`src/hw/eoc_pkg.sv`:
```
package eoc_pkg;

    // Oscillator mode field values of the control register.
    localparam logic [2:0] MODE_OFF      = 3'h0;
    localparam logic [2:0] MODE_CMOS     = 3'h2;
    localparam logic [2:0] MODE_CMOS_DIV = 3'h3;
    localparam logic [2:0] MODE_RC       = 3'h4;
    localparam logic [2:0] MODE_CAP      = 3'h5;
    localparam logic [2:0] MODE_XTAL     = 3'h6;
    localparam logic [2:0] MODE_XTAL_DIV = 3'h7;

    // Control register layout and reset value.
    localparam int         VALID_BIT     = 7;
    localparam int         MODE_LSB      = 4;
    localparam int         FREQ_LSB      = 0;
    localparam logic [7:0] CTRL_RESET    = 8'h00;

    // Peripheral clock divide ratio.
    localparam int         EXT_DIV       = 8;
    localparam logic [2:0] DIV_LAST      = 3'(EXT_DIV / 2 - 1);

    // Least settle time before the valid flag may rise, in system cycles.
    localparam int         CLK_MHZ       = 25;
    localparam int         SETTLE_US     = 1000;
    localparam int         SETTLE_CYC    = SETTLE_US * CLK_MHZ;

    typedef struct packed {
        logic bit0_claim;
        logic bit1_claim;
    } eoc_pins_t;

    typedef struct packed {
        logic [2:0] mode;
        logic [2:0] freq_range_select;
    } eoc_cfg_t;

endpackage : eoc_pkg

```
`src/hw/eoc_external_oscillator_control.sv`:
```
// Behaviour
// - Crystal mode enabled claims port1 bit0 and bit1 as crystal pins.
// - Capacitor, RC or CMOS mode claims only port1 bit1.
// - External clock divided by eight offered to timers and counter array.
// - Divided clock resynchronised to system clock, jitter within one system cycle.
// - External clock measurable against real-time clock via timer capture.
`timescale 1ns/1ps

module eoc_external_oscillator_control #(
    parameter int SETTLE_CYCLES = eoc_pkg::SETTLE_CYC
) (
    // Clock and reset.
    input  wire logic                 core_clk_i,
    input  wire logic                 nrst_i,
    // Register write port and readback.
    input  wire logic                 ctrl_we_i,
    input  wire logic [7:0]           ctrl_wdata_i,
    output logic [7:0]                ext_osc_control_reg_o,
    // Oscillator status and clock.
    input  wire logic                 ext_clk_i,
    input  wire logic                 amp_ok_i,
    output logic                      crystal_valid_flag_o,
    // Pin claims and stored configuration.
    output eoc_pkg::eoc_pins_t        pins_o,
    output eoc_pkg::eoc_cfg_t         cfg_o,
    // Peripheral clocks.
    output logic                      ext_div8_o,
    output logic                      ext_div8_tick_o,
    output logic                      rtc_capture_clk_o
);

    eoc_pkg::eoc_cfg_t cfg_r;
    logic              valid_r;
    logic [1:0]        ext_sync_r;
    logic              ext_prev_r;
    logic [2:0]        edge_cnt_r;
    logic              div_r;
    logic              div_prev_r;
    logic [24:0]       settle_r;
    logic              is_xtal;
    logic              enabled;
    logic              ext_rise;
    logic              settled;

    // Write data is stored minus the read-only flag and reserved bit.
    always_ff @(posedge core_clk_i or negedge nrst_i) begin
        if (!nrst_i) begin
            cfg_r <= eoc_pkg::CTRL_RESET[6:0] == 7'h00 ? '0 : '0;
        end else if (ctrl_we_i) begin
            cfg_r.mode              <= ctrl_wdata_i[eoc_pkg::MODE_LSB +: 3];
            cfg_r.freq_range_select <= ctrl_wdata_i[eoc_pkg::FREQ_LSB +: 3];
        end
    end

    assign is_xtal = cfg_r.mode[2:1] == eoc_pkg::MODE_XTAL[2:1];
    assign enabled = cfg_r.mode != eoc_pkg::MODE_OFF;
    assign cfg_o   = cfg_r;

    assign pins_o.bit0_claim = is_xtal;
    assign pins_o.bit1_claim = enabled;

    // The settle counter holds off the flag until amplitude is stable.
    assign settled = settle_r >= 25'(SETTLE_CYCLES);

    always_ff @(posedge core_clk_i or negedge nrst_i) begin
        if (!nrst_i) begin
            settle_r <= '0;
            valid_r  <= 1'b0;
        end else if (!is_xtal) begin
            settle_r <= '0;
            valid_r  <= 1'b0;
        end else begin
            if (!settled) begin
                settle_r <= settle_r + 25'h0000001;
            end
            valid_r <= settled && amp_ok_i;
        end
    end

    assign crystal_valid_flag_o = valid_r;
    assign ext_osc_control_reg_o = {valid_r, cfg_r.mode, 1'b0,
                                    cfg_r.freq_range_select};

    // The external clock is sampled twice, then its rises are counted.
    always_ff @(posedge core_clk_i or negedge nrst_i) begin
        if (!nrst_i) begin
            ext_sync_r <= '0;
            ext_prev_r <= 1'b0;
        end else begin
            ext_sync_r <= {ext_sync_r[0], ext_clk_i};
            ext_prev_r <= ext_sync_r[1];
        end
    end

    assign ext_rise = ext_sync_r[1] && !ext_prev_r && enabled;

    // Toggle every fourth rise gives a divide by eight.
    always_ff @(posedge core_clk_i or negedge nrst_i) begin
        if (!nrst_i) begin
            edge_cnt_r <= '0;
            div_r      <= 1'b0;
            div_prev_r <= 1'b0;
        end else begin
            div_prev_r <= div_r;
            if (!enabled) begin
                edge_cnt_r <= '0;
                div_r      <= 1'b0;
            end else if (ext_rise) begin
                if (edge_cnt_r == eoc_pkg::DIV_LAST) begin
                    edge_cnt_r <= '0;
                    div_r      <= ~div_r;
                end else begin
                    edge_cnt_r <= edge_cnt_r + 3'h1;
                end
            end
        end
    end

    assign ext_div8_o        = div_r;
    assign ext_div8_tick_o   = div_r && !div_prev_r;
    assign rtc_capture_clk_o = div_r;

endmodule : eoc_external_oscillator_control

```
`config.mk`:
```
export PLATFORM = sky130hd
export DESIGN_NAME = eoc_external_oscillator_control
export DESIGN_NICKNAME = d
export VERILOG_FILES = /design/src/hw/eoc_pkg.sv /design/src/hw/eoc_external_oscillator_control.sv
export SDC_FILE = /design/constraint.sdc
export NUM_CORES = 1
export LEC_CHECK = 0
export BUFFER_PORTS_ARGS = -buffer_cell sky130_fd_sc_hd__buf_2
export CAP_MARGIN = 20
export CORE_MARGIN = 2
export CORE_UTILIZATION = 35
export CTS_CLUSTER_SIZE = 14
export DETAILED_ROUTE_END_ITERATION = 8
export PLACE_DENSITY = 0.65
export REMOVE_ABC_BUFFERS = 1
export SETUP_SLACK_MARGIN = 0.5
export SLEW_MARGIN = 20
export SYNTH_ARGS = -nofsm -noshare
export SYNTH_HDL_FRONTEND = slang
export SYNTH_SLANG_ARGS = --single-unit
```
`constraint.sdc`:
```
create_clock -name core_clk_i -period 1.67 [get_ports core_clk_i]
set_input_delay 0.2505 -clock core_clk_i [delete_from_list [all_inputs] [get_ports core_clk_i]]
set_output_delay 0.2505 -clock core_clk_i [all_outputs]
set_load 0.02 [all_outputs]
```
Word level (Yosys, flattened, before mapping)
Index checks and enable logic that the tools add are counted.

Flip-flop bits (word level): 40. Output and inout bits: 20. Logic and storage cells: 35. Input port bits: 13.

Reduce and logical (&&, ||, !) cells: 8. Mux-type cells: 9. $lt $le $gt $ge: 1. Add/sub/neg operators: 2. Equal/unequal tests: 5. Bitwise logic cells: 1.

Operators by type and width (count): $mux W25 (2); $add A25 B1 Y25 const B (1); $ge A25 B15 Y1 const B (1); $mux W3 (3); $logic_and A1 B1 Y1 (4); $mux W1 (4); $ne A2 B1 Y1 const B (2); $add A3 B1 Y3 const B (1); $eq A3 B2 Y1 const B (1); $reduce_bool A3 Y1 (1); $eq A2 B2 Y1 const B (1); $logic_not A1 Y1 (2); $ne A2 B2 Y1 const B (1); $reduce_and A2 Y1 (1); $not A1 Y1 (1).

Depth between registers and ports, before layout
Gate-level depths: netlist of run 1.

Word-level depth: 5. Gate-level depth with buffers: 8. Depth with buffers taken out: 6.

Least setup slack after synthesis of run 1
Ideal clock, no wire load.

Path type: reg2reg. Start: reg settle_r[16]. End: reg settle_r[9]. Cell stages (with the launch flop): 6. Data required time: 1.592 ns. Arrival time: 1.727 ns. Setup slack: -0.135 ns. Cells stage by stage: dfrtp_1 -> nor4_2 -> nand4_1 -> or4_1 -> or3_1 -> a21oi_1.

Longest elaborated chain between the ends: 2.

RTL lines: start: declaration (RTL line eoc_external_oscillator_control.sv:39) `logic [24:0] settle_r;`; start signal: assignment (RTL line eoc_external_oscillator_control.sv:74) `settle_r <= settle_r + 25'h0000001;`; $ge A25 B15 Y1 (RTL line eoc_external_oscillator_control.sv:63) `assign settled = settle_r >= 25'(SETTLE_CYCLES);`; $ne A2 B2 Y1 (no line).

Every way passes these cells. A chain may end at the register's enable or synchronous reset.

Worst setup path after layout of run 1
Start: reg settle_r[20]. End: reg settle_r[6].

Same word-level chain as after synthesis.

==> impl_results.md, run 1 <==
* Status: complete, but fails checks
* Failing checks: setup timing
* Clock sink count at 40
* H-tree depth at 2
* EDFF count, synth at 0
* Lkg Pwr at 1.26 nW
* Synth top area share at between 50% and 60%
* Drt drc at 0
* Diodes inserted at 0
* Library cells used by synthesis at 35
* Layout cell share with drive strength beyond 1 at 49.4%
* Final setup violation count at 13
* Area contributors post-synth: dfrtp_1, buf_4, and3_1, or4_1, a21oi_1
* PnR worst setup slack at -0.203 ns
* Min-delay src: ext_clk_i
* Comb pwr share at 21.7%
* Most used DFF post-synth: dfrtp_1
* Clock root buffer: clkbuf_8
* I/O pin count at 33
* Mapped Area at about 1900 um^2
* Clk pwr share at 34.7%
* Num CTS Buffers at 5
* Worst-path clk slew at ~0.08 ns
* RSZ-0062 raised after global routing: true
* Core Area at 5170 um^2
* Fmax at about 530 MHz
* DRT iter0 DRCs at just over 90
* Post-layout min period at ~1.9 ns
* GRT Total Usage at 15.2%
* Period utilization at 112%
* Crit path kind: flop to flop
* Drt first pass iters at 4
* Max VDD drop at just under 0.0005 V
* Startpoint types: flop
* Average wire per standard cell at between 10 and 15 um
* Ys async rst share at 100%
* CP max FO at 20
* Height of the die at 77.5 um
* CP Capture Type: flop
* Max Cap Viol at 0
* Worst min-delay path class: input pin to flop
* CTS tree: built
* Post-DP Area at 2190 um^2
* Count of pins over their slew limit at 0
* Reg2reg path depth at 5
* Final RePlAce weighted congestion at 0.767
* Die area at 6010 um^2
* Die W at about 78 um
* Inst Count DP at approximately 280
* Sequential power share at between 40% and 50%
* Post-layout instance area at about 2800 um^2
* Worst-skew pair later-pin latency at approximately 0.3 ns
* NetSw at 0.000641 W
* Hold Crit Depth at 1
* Site Rows at 26
* Worst reg2reg setup slack at -0.20 ns
* First-pass GRT wire length at 7.18 mm
* Nets@finish at 258
* Synth warn at 0
* Drt total wl at 4.57 mm
* Routed vias at 1581
* Fin. Hold Viols at 0
* Initial antenna violation count at 0
* Synth area leader: dfrtp_1
* Fin Clk Skew at 0.0122 ns
* PD cells at between 800 and 900 nW/um^2
* Synth Register Bits at 40
* Critical R2R Capture: settle_r[6]
* Post-route ant nets at 0
* Fin cells at 313
* Pin count of the biggest net entering global routing at 26
* WHS Endpoint: ext_sync_r[0]
* Vias in the first global route at ~1.5k
* Internal power at 0.00179 W
* Fraction of the yosys area taken by sequential cells at 52.9%
* CP arrival at 2.10 ns
* Initial Utilization at between 30% and 40%
* Reg2reg start: settle_r[20]
* Avg Cell Area, Syn at between 10 and 15 um^2
* Port bufs at 29
* Syn Inst Count at between 150 and 200
* Pwr Total at 0.00244 W
* Area Growth Syn to Fin at 47.1%
* Gr ovfl total at 0
* Vias per cell at 5.05
* Clk buf depth at 2
* CP required at 1.90 ns
* HPWL after DPL at 2.77 mm
* Switching share of power at 26.3%
## synthesized netlist by cell type (4+ instances only)
cell type  instances
dfrtp_1           40
o31ai_1            9
mux2_2             6
nand2_1            8
nand3_1            6
nor2_1             7
or4_1             10
buf_4             11
nand4_1            5
a21oi_1           14
o21ai_0            6
inv_1              4
clkbuf_1           5
and3_1            12
or3_1              4
## power by group through the flow
stage | sequential [W] | clock, W | combinational [W]
after floorplan | 0.00114 | 0 | 0.000106
after global placement | 0.00108 | 0 | 0.000304
after detailed placement | 0.00108 | 0 | 0.000310
after CTS | 0.00106 | 0.000861 | 0.000417
after global routing | 0.00107 | 0.000907 | 0.000566
final | 0.00106 | 0.000844 | 0.000528
## placed cells by master, fill, tap and decap left out, types with 2 or more instances in the layout
cell	instances
inv_1	3
and3_4	12
o31ai_1	8
mux2i_1	2
buf_4	27
nor2b_1	2
and4_1	2
nor2_1	7
o211ai_1	2
or3_1	4
a21oi_1	11
clkinv_4	2
or4_4	2
buf_6	27
buf_2	18
clkbuf_8	6
nand4_1	5
or4_1	8
a21oi_2	3
ha_1	2
mux2_2	5
nor4_2	2
nand2_1	7
nand2b_1	2
dfrtp_1	40
nand3_1	6
nor3_2	2
o21ai_0	5
## worst max path at each step
stage	start	to	slack, ns	depth (start not counted)
finish	settle_r[20]	settle_r[6]	-0.20	5
global route	settle_r[20]	settle_r[3]	-0.28	5
CTS	settle_r[20]	settle_r[9]	-0.12	5
detailed placement	settle_r[16]	settle_r[9]	-0.21	5
global placement	settle_r[16]	settle_r[9]	-0.18	5
floorplan	settle_r[16]	settle_r[9]	-0.56	5
## cells by family (layout without fill, tap and decap cells)
| family | count (synthesis) | count (layout) | synth area share, % |
|---|---|---|---|
| AND/OR/NAND/NOR | 70 | 70 | 22.5 |
| AO/OA/AOI/OAI | 32 | 32 | 10.1 |
| multiplexers | 8 | 8 | 4.63 |
| flip-flops | 40 | 40 | 52.9 |
| other | 1 | 1 | 0.198 |
| buffers and inverters | 25 | 89 | 7.74 |
| adder cells (fa/ha/maj) | 3 | 3 | 1.98 |
## state kept, by name, summed over array words and instances (netlist names)
signal	cells
settle_r	25
cfg_o	6
edge_cnt_r	3
ext_sync_r	2
crystal_valid_flag_o	1
div_prev_r	1
ext_div8_o	1
ext_prev_r	1
## final cells by class
cell class / instances / area [um^2]
fillers: 441 / 2390
flip-flops and latches: 40 / 1000
multi-input cells: 114 / 880
repair buffers: 76 / 667
well taps: 70 / 87.6
clock buffers: 6 / 82.6
clock inverters: 2 / 38.8
inverters: 5 / 26.3
## timing repair
action	in CTS	in global routing
resized for setup	52	22
pin swaps	14	8
buffers inserted	10	11
setup endpoints to repair	23	36
hold endpoints to repair	15	0
hold buffers	1	0
gates cloned	0	1
## metal layers
metal	GRT usage, %	up-vias	routed length [um]
met2	24.3	36	2290
met3	3.95	8	162
met4	4.46	0	74
met1	20.4	768	2040
met5	0	-	0
li1	-	769	-
## metrics by stage
stage	util [%]	setup TNS, ns	setup WS (ns)	hold WS [ns]
final	53.8	-1.81	-0.203	0.0553
after global routing	53.8	-3.00	-0.281	0.0368
after CTS	50.1	-0.916	-0.117	0.0457
after detailed placement	42.3	-0.956	-0.209	0.211
after global placement	42.3	-0.542	-0.178	0.205
after floorplan	-	-4.28	-0.564	-0.0451
## worst max-delay path: stages (launching register included)
cell     delay [ns]
dfrtp_1        0.40
nor4_2         0.33
nand4_1        0.19
buf_6          0.21
or4_1          0.52
a21oi_2        0.15
Note: power is estimated with default switching activity, not from simulation.
==> inputs of run 2 (changes only) <==
--- a/config.mk
+++ b/config.mk
@@ -7,7 +7,7 @@
 export LEC_CHECK = 0
 export BUFFER_PORTS_ARGS = -buffer_cell sky130_fd_sc_hd__buf_2
 export CAP_MARGIN = 20
-export CORE_MARGIN = 2
+export CORE_MARGIN = 8
 export CORE_UTILIZATION = 35
 export CTS_CLUSTER_SIZE = 14
 export DETAILED_ROUTE_END_ITERATION = 8
==> impl_results.md, run 2 (synthesized netlist as in run 1, its figures left out) <==
* CP required at 1.90 ns (about the same)
* Crit path max-delay cell type: or4_4
* Count of pins over their slew limit at 0 (unchanged)
* HPWL after DPL at 2.94 mm (+5.9%)
* I/O pin count at 33 (unchanged)
* Clk buf depth at 2 (unchanged)
* CTS tree: built
* CP Capture Type: flop
* Post-DP Area at 2210 um^2 (+0.91%)
* Core Util, Final at 55.2% (+1.4 points)
* Site Rows at 26 (unchanged)
* Average wire per standard cell at 16.2 um (+11%)
* Drt total wl at 5.07 mm (+11%)
* PnR worst setup slack at -0.239 ns (-0.0364 ns)
* Crit path kind: flop to flop
* Core Area at 5170 um^2 (unchanged)
* Lkg Pwr at 1.31 nW (+4.0%)
* Post-route ant nets at 0 (unchanged)
* Initial antenna violation count at 0 (unchanged)
* Die area at 8010 um^2 (+33%)
* Drt first pass iters at 4 (unchanged)
* Max VDD drop at 0.000540 V (+10%)
* Vias in the first global route at 1605 (+8.9%)
* Height of the die at 89.5 um (+15%)
* GRT Total Usage at 12.4% (-2.8 points)
* Critical Path Max Stage Delay at 0.41 ns (-0.11 ns)
* Num CTS Buffers at 5 (unchanged)
* Inst Count DP at 283 (+0.35%)
* Final setup violation count at 14 (+1)
* Gr ovfl total at 0 (unchanged)
* Commonest non-fill, non-tap cell in the layout: dfrtp_1
* Final RePlAce weighted congestion at 0.839 (+9.5%)
* Fin cells at 314 (+0.32%)
* RSZ-0062 raised after global routing: true
* Worst reg2reg setup slack at -0.24 ns (-0.04 ns)
* CP max FO at 2 (-90%)
* Die W at 89.5 um (+15%)
* Worst-skew pair later-pin latency at 0.30 ns (about the same)
* Fin. Hold Viols at 0 (unchanged)
* DRT iter0 DRCs at 131 (+41%)
* Area Growth Syn to Fin at 50.8%
* Drt drc at 0 (unchanged)
* Clock root buffer: clkbuf_8
* Worst min-delay path class: input pin to flop
* Diodes inserted at 0 (unchanged)
* PD cells at 844 nW/um^2 (-3.6%)
* Routed vias at 1622 (+2.6%)
* Biggest register: settle_r
* Most frequent cells in the layout: dfrtp_1, buf_4, buf_6, buf_2, and3_1
* Vias per cell at 5.17 (+2.3%)
* Clock sink count at 40 (unchanged)
* Post-layout min period at 1.91 ns (+0.0364 ns)
* Status: complete, but fails checks
* Worst-path clk slew at 0.09 ns (about the same)
* CP arrival at 2.14 ns (+0.04 ns)
* Failing checks: setup timing
* Startpoint types: flop
* Nets@finish at 259 (+0.39%)
* Largest register FFs at 25 (unchanged)
* Port bufs at 29 (unchanged)
* Fmax at 524 MHz (-1.9%)
* Post-layout instance area at 2850 um^2 (+2.5%)
* DP Worst Slack at -0.359 ns (-0.150 ns)
* Fin Clk Skew at 0.00940 ns (-0.00284 ns)
* Pin count of the biggest net entering global routing at 25 (-3.8%)
* Period utilization at 114% (+2.2 points)
* Final hold slack at 0.0663 ns (+0.0110 ns)
* H-tree depth at 2 (unchanged)
* First-pass GRT wire length at 7.71 mm (+7.4%)
* Initial Utilization at 36.6% (unchanged)
* Layout cell share with drive strength beyond 1 at 52.5% (+3.1 points)
* CP cell instances: nor4_2 -> nand4_1 -> buf_6 -> or4_4 -> or3_4 -> a21oi_2
* Max Cap Viol at 0 (unchanged)
run 2: changes by cell type in the layout (fill, tap and decap cells not counted), sizes merged:
cell | previous run | this run
bufbuf | 0 | 1
clkinv | 2 | 3
buf | 74 | 73
run 2: path summary, 6_finish.rpt:
path                       depth (start not counted)          start             to
min                                                1      ext_clk_i  ext_sync_r[0]
min in group asynchronous                          2         nrst_i    settle_r[4]
max reg2reg                                        6   settle_r[16]    settle_r[9]
min reg2reg                                        0  ext_sync_r[0]  ext_sync_r[1]
max in group asynchronous                          3         nrst_i       cfg_o[4]
max                                                6   settle_r[16]    settle_r[9]
run 2: what timing repair did:
action,in CTS,in global routing
resized for setup,38,42
endpoints found under the hold margin,16,0
pin swaps,27,19
setup endpoints to repair,24,29
setup buffers,10,8
hold buffers,1,0
gates cloned,2,2
run 2: stage by stage:
step / power (W) / setup TNS, ns
2_1_floorplan: 0.00125 / -4.28
3_3_place_gp: 0.00139 / -1.29
3_5_place_dp: 0.00141 / -1.78
5_1_grt: 0.00251 / -3.39
6_report: 0.00241 / -2.11
4_1_cts: 0.00235 / -2.76
run 2: worst max-delay path, delay by kind of cell, from the launching register on:
family / cells / cell delay, ns
compound gates: 1 / 0.13
buf+inv: 1 / 0.14
flops: 1 / 0.40
simple gates: 4 / 1.18
run 2: cell type report:
class | count | area (um^2)
Sequential cell | 40 | 1000
Timing Repair Buffer | 77 | 712
Clock inverter | 3 | 47.5
Multi-Input combinational cell | 114 | 910
Clock buffer | 5 | 68.8
Fill cell | 425 | 2320
Inverter | 5 | 23.8
Tap cell | 70 | 87.6
run 2: where the power goes:
part	switching (W)	total (W)	internal, W	leakage (nW)
Combinational	0.000242	0.000512	0.000270	0.720
Clock	0.000370	0.000820	0.000450	0.0583
Sequential	0.0000489	0.00107	0.00103	0.532
Total	0.000661	0.00241	0.00175	1.31
run 2: routing by layer:
layer / track usage, % / wire length, um / up-vias / share of wire (%)
li1: - / - / 774 / -
met4: 3.78 / 45 / 0 / 0.89
met1: 14.9 / 2110 / 799 / 42
met5: 0 / 0 / - / 0
met3: 3.95 / 270 / 7 / 5.3
met2: 20.6 / 2640 / 42 / 52
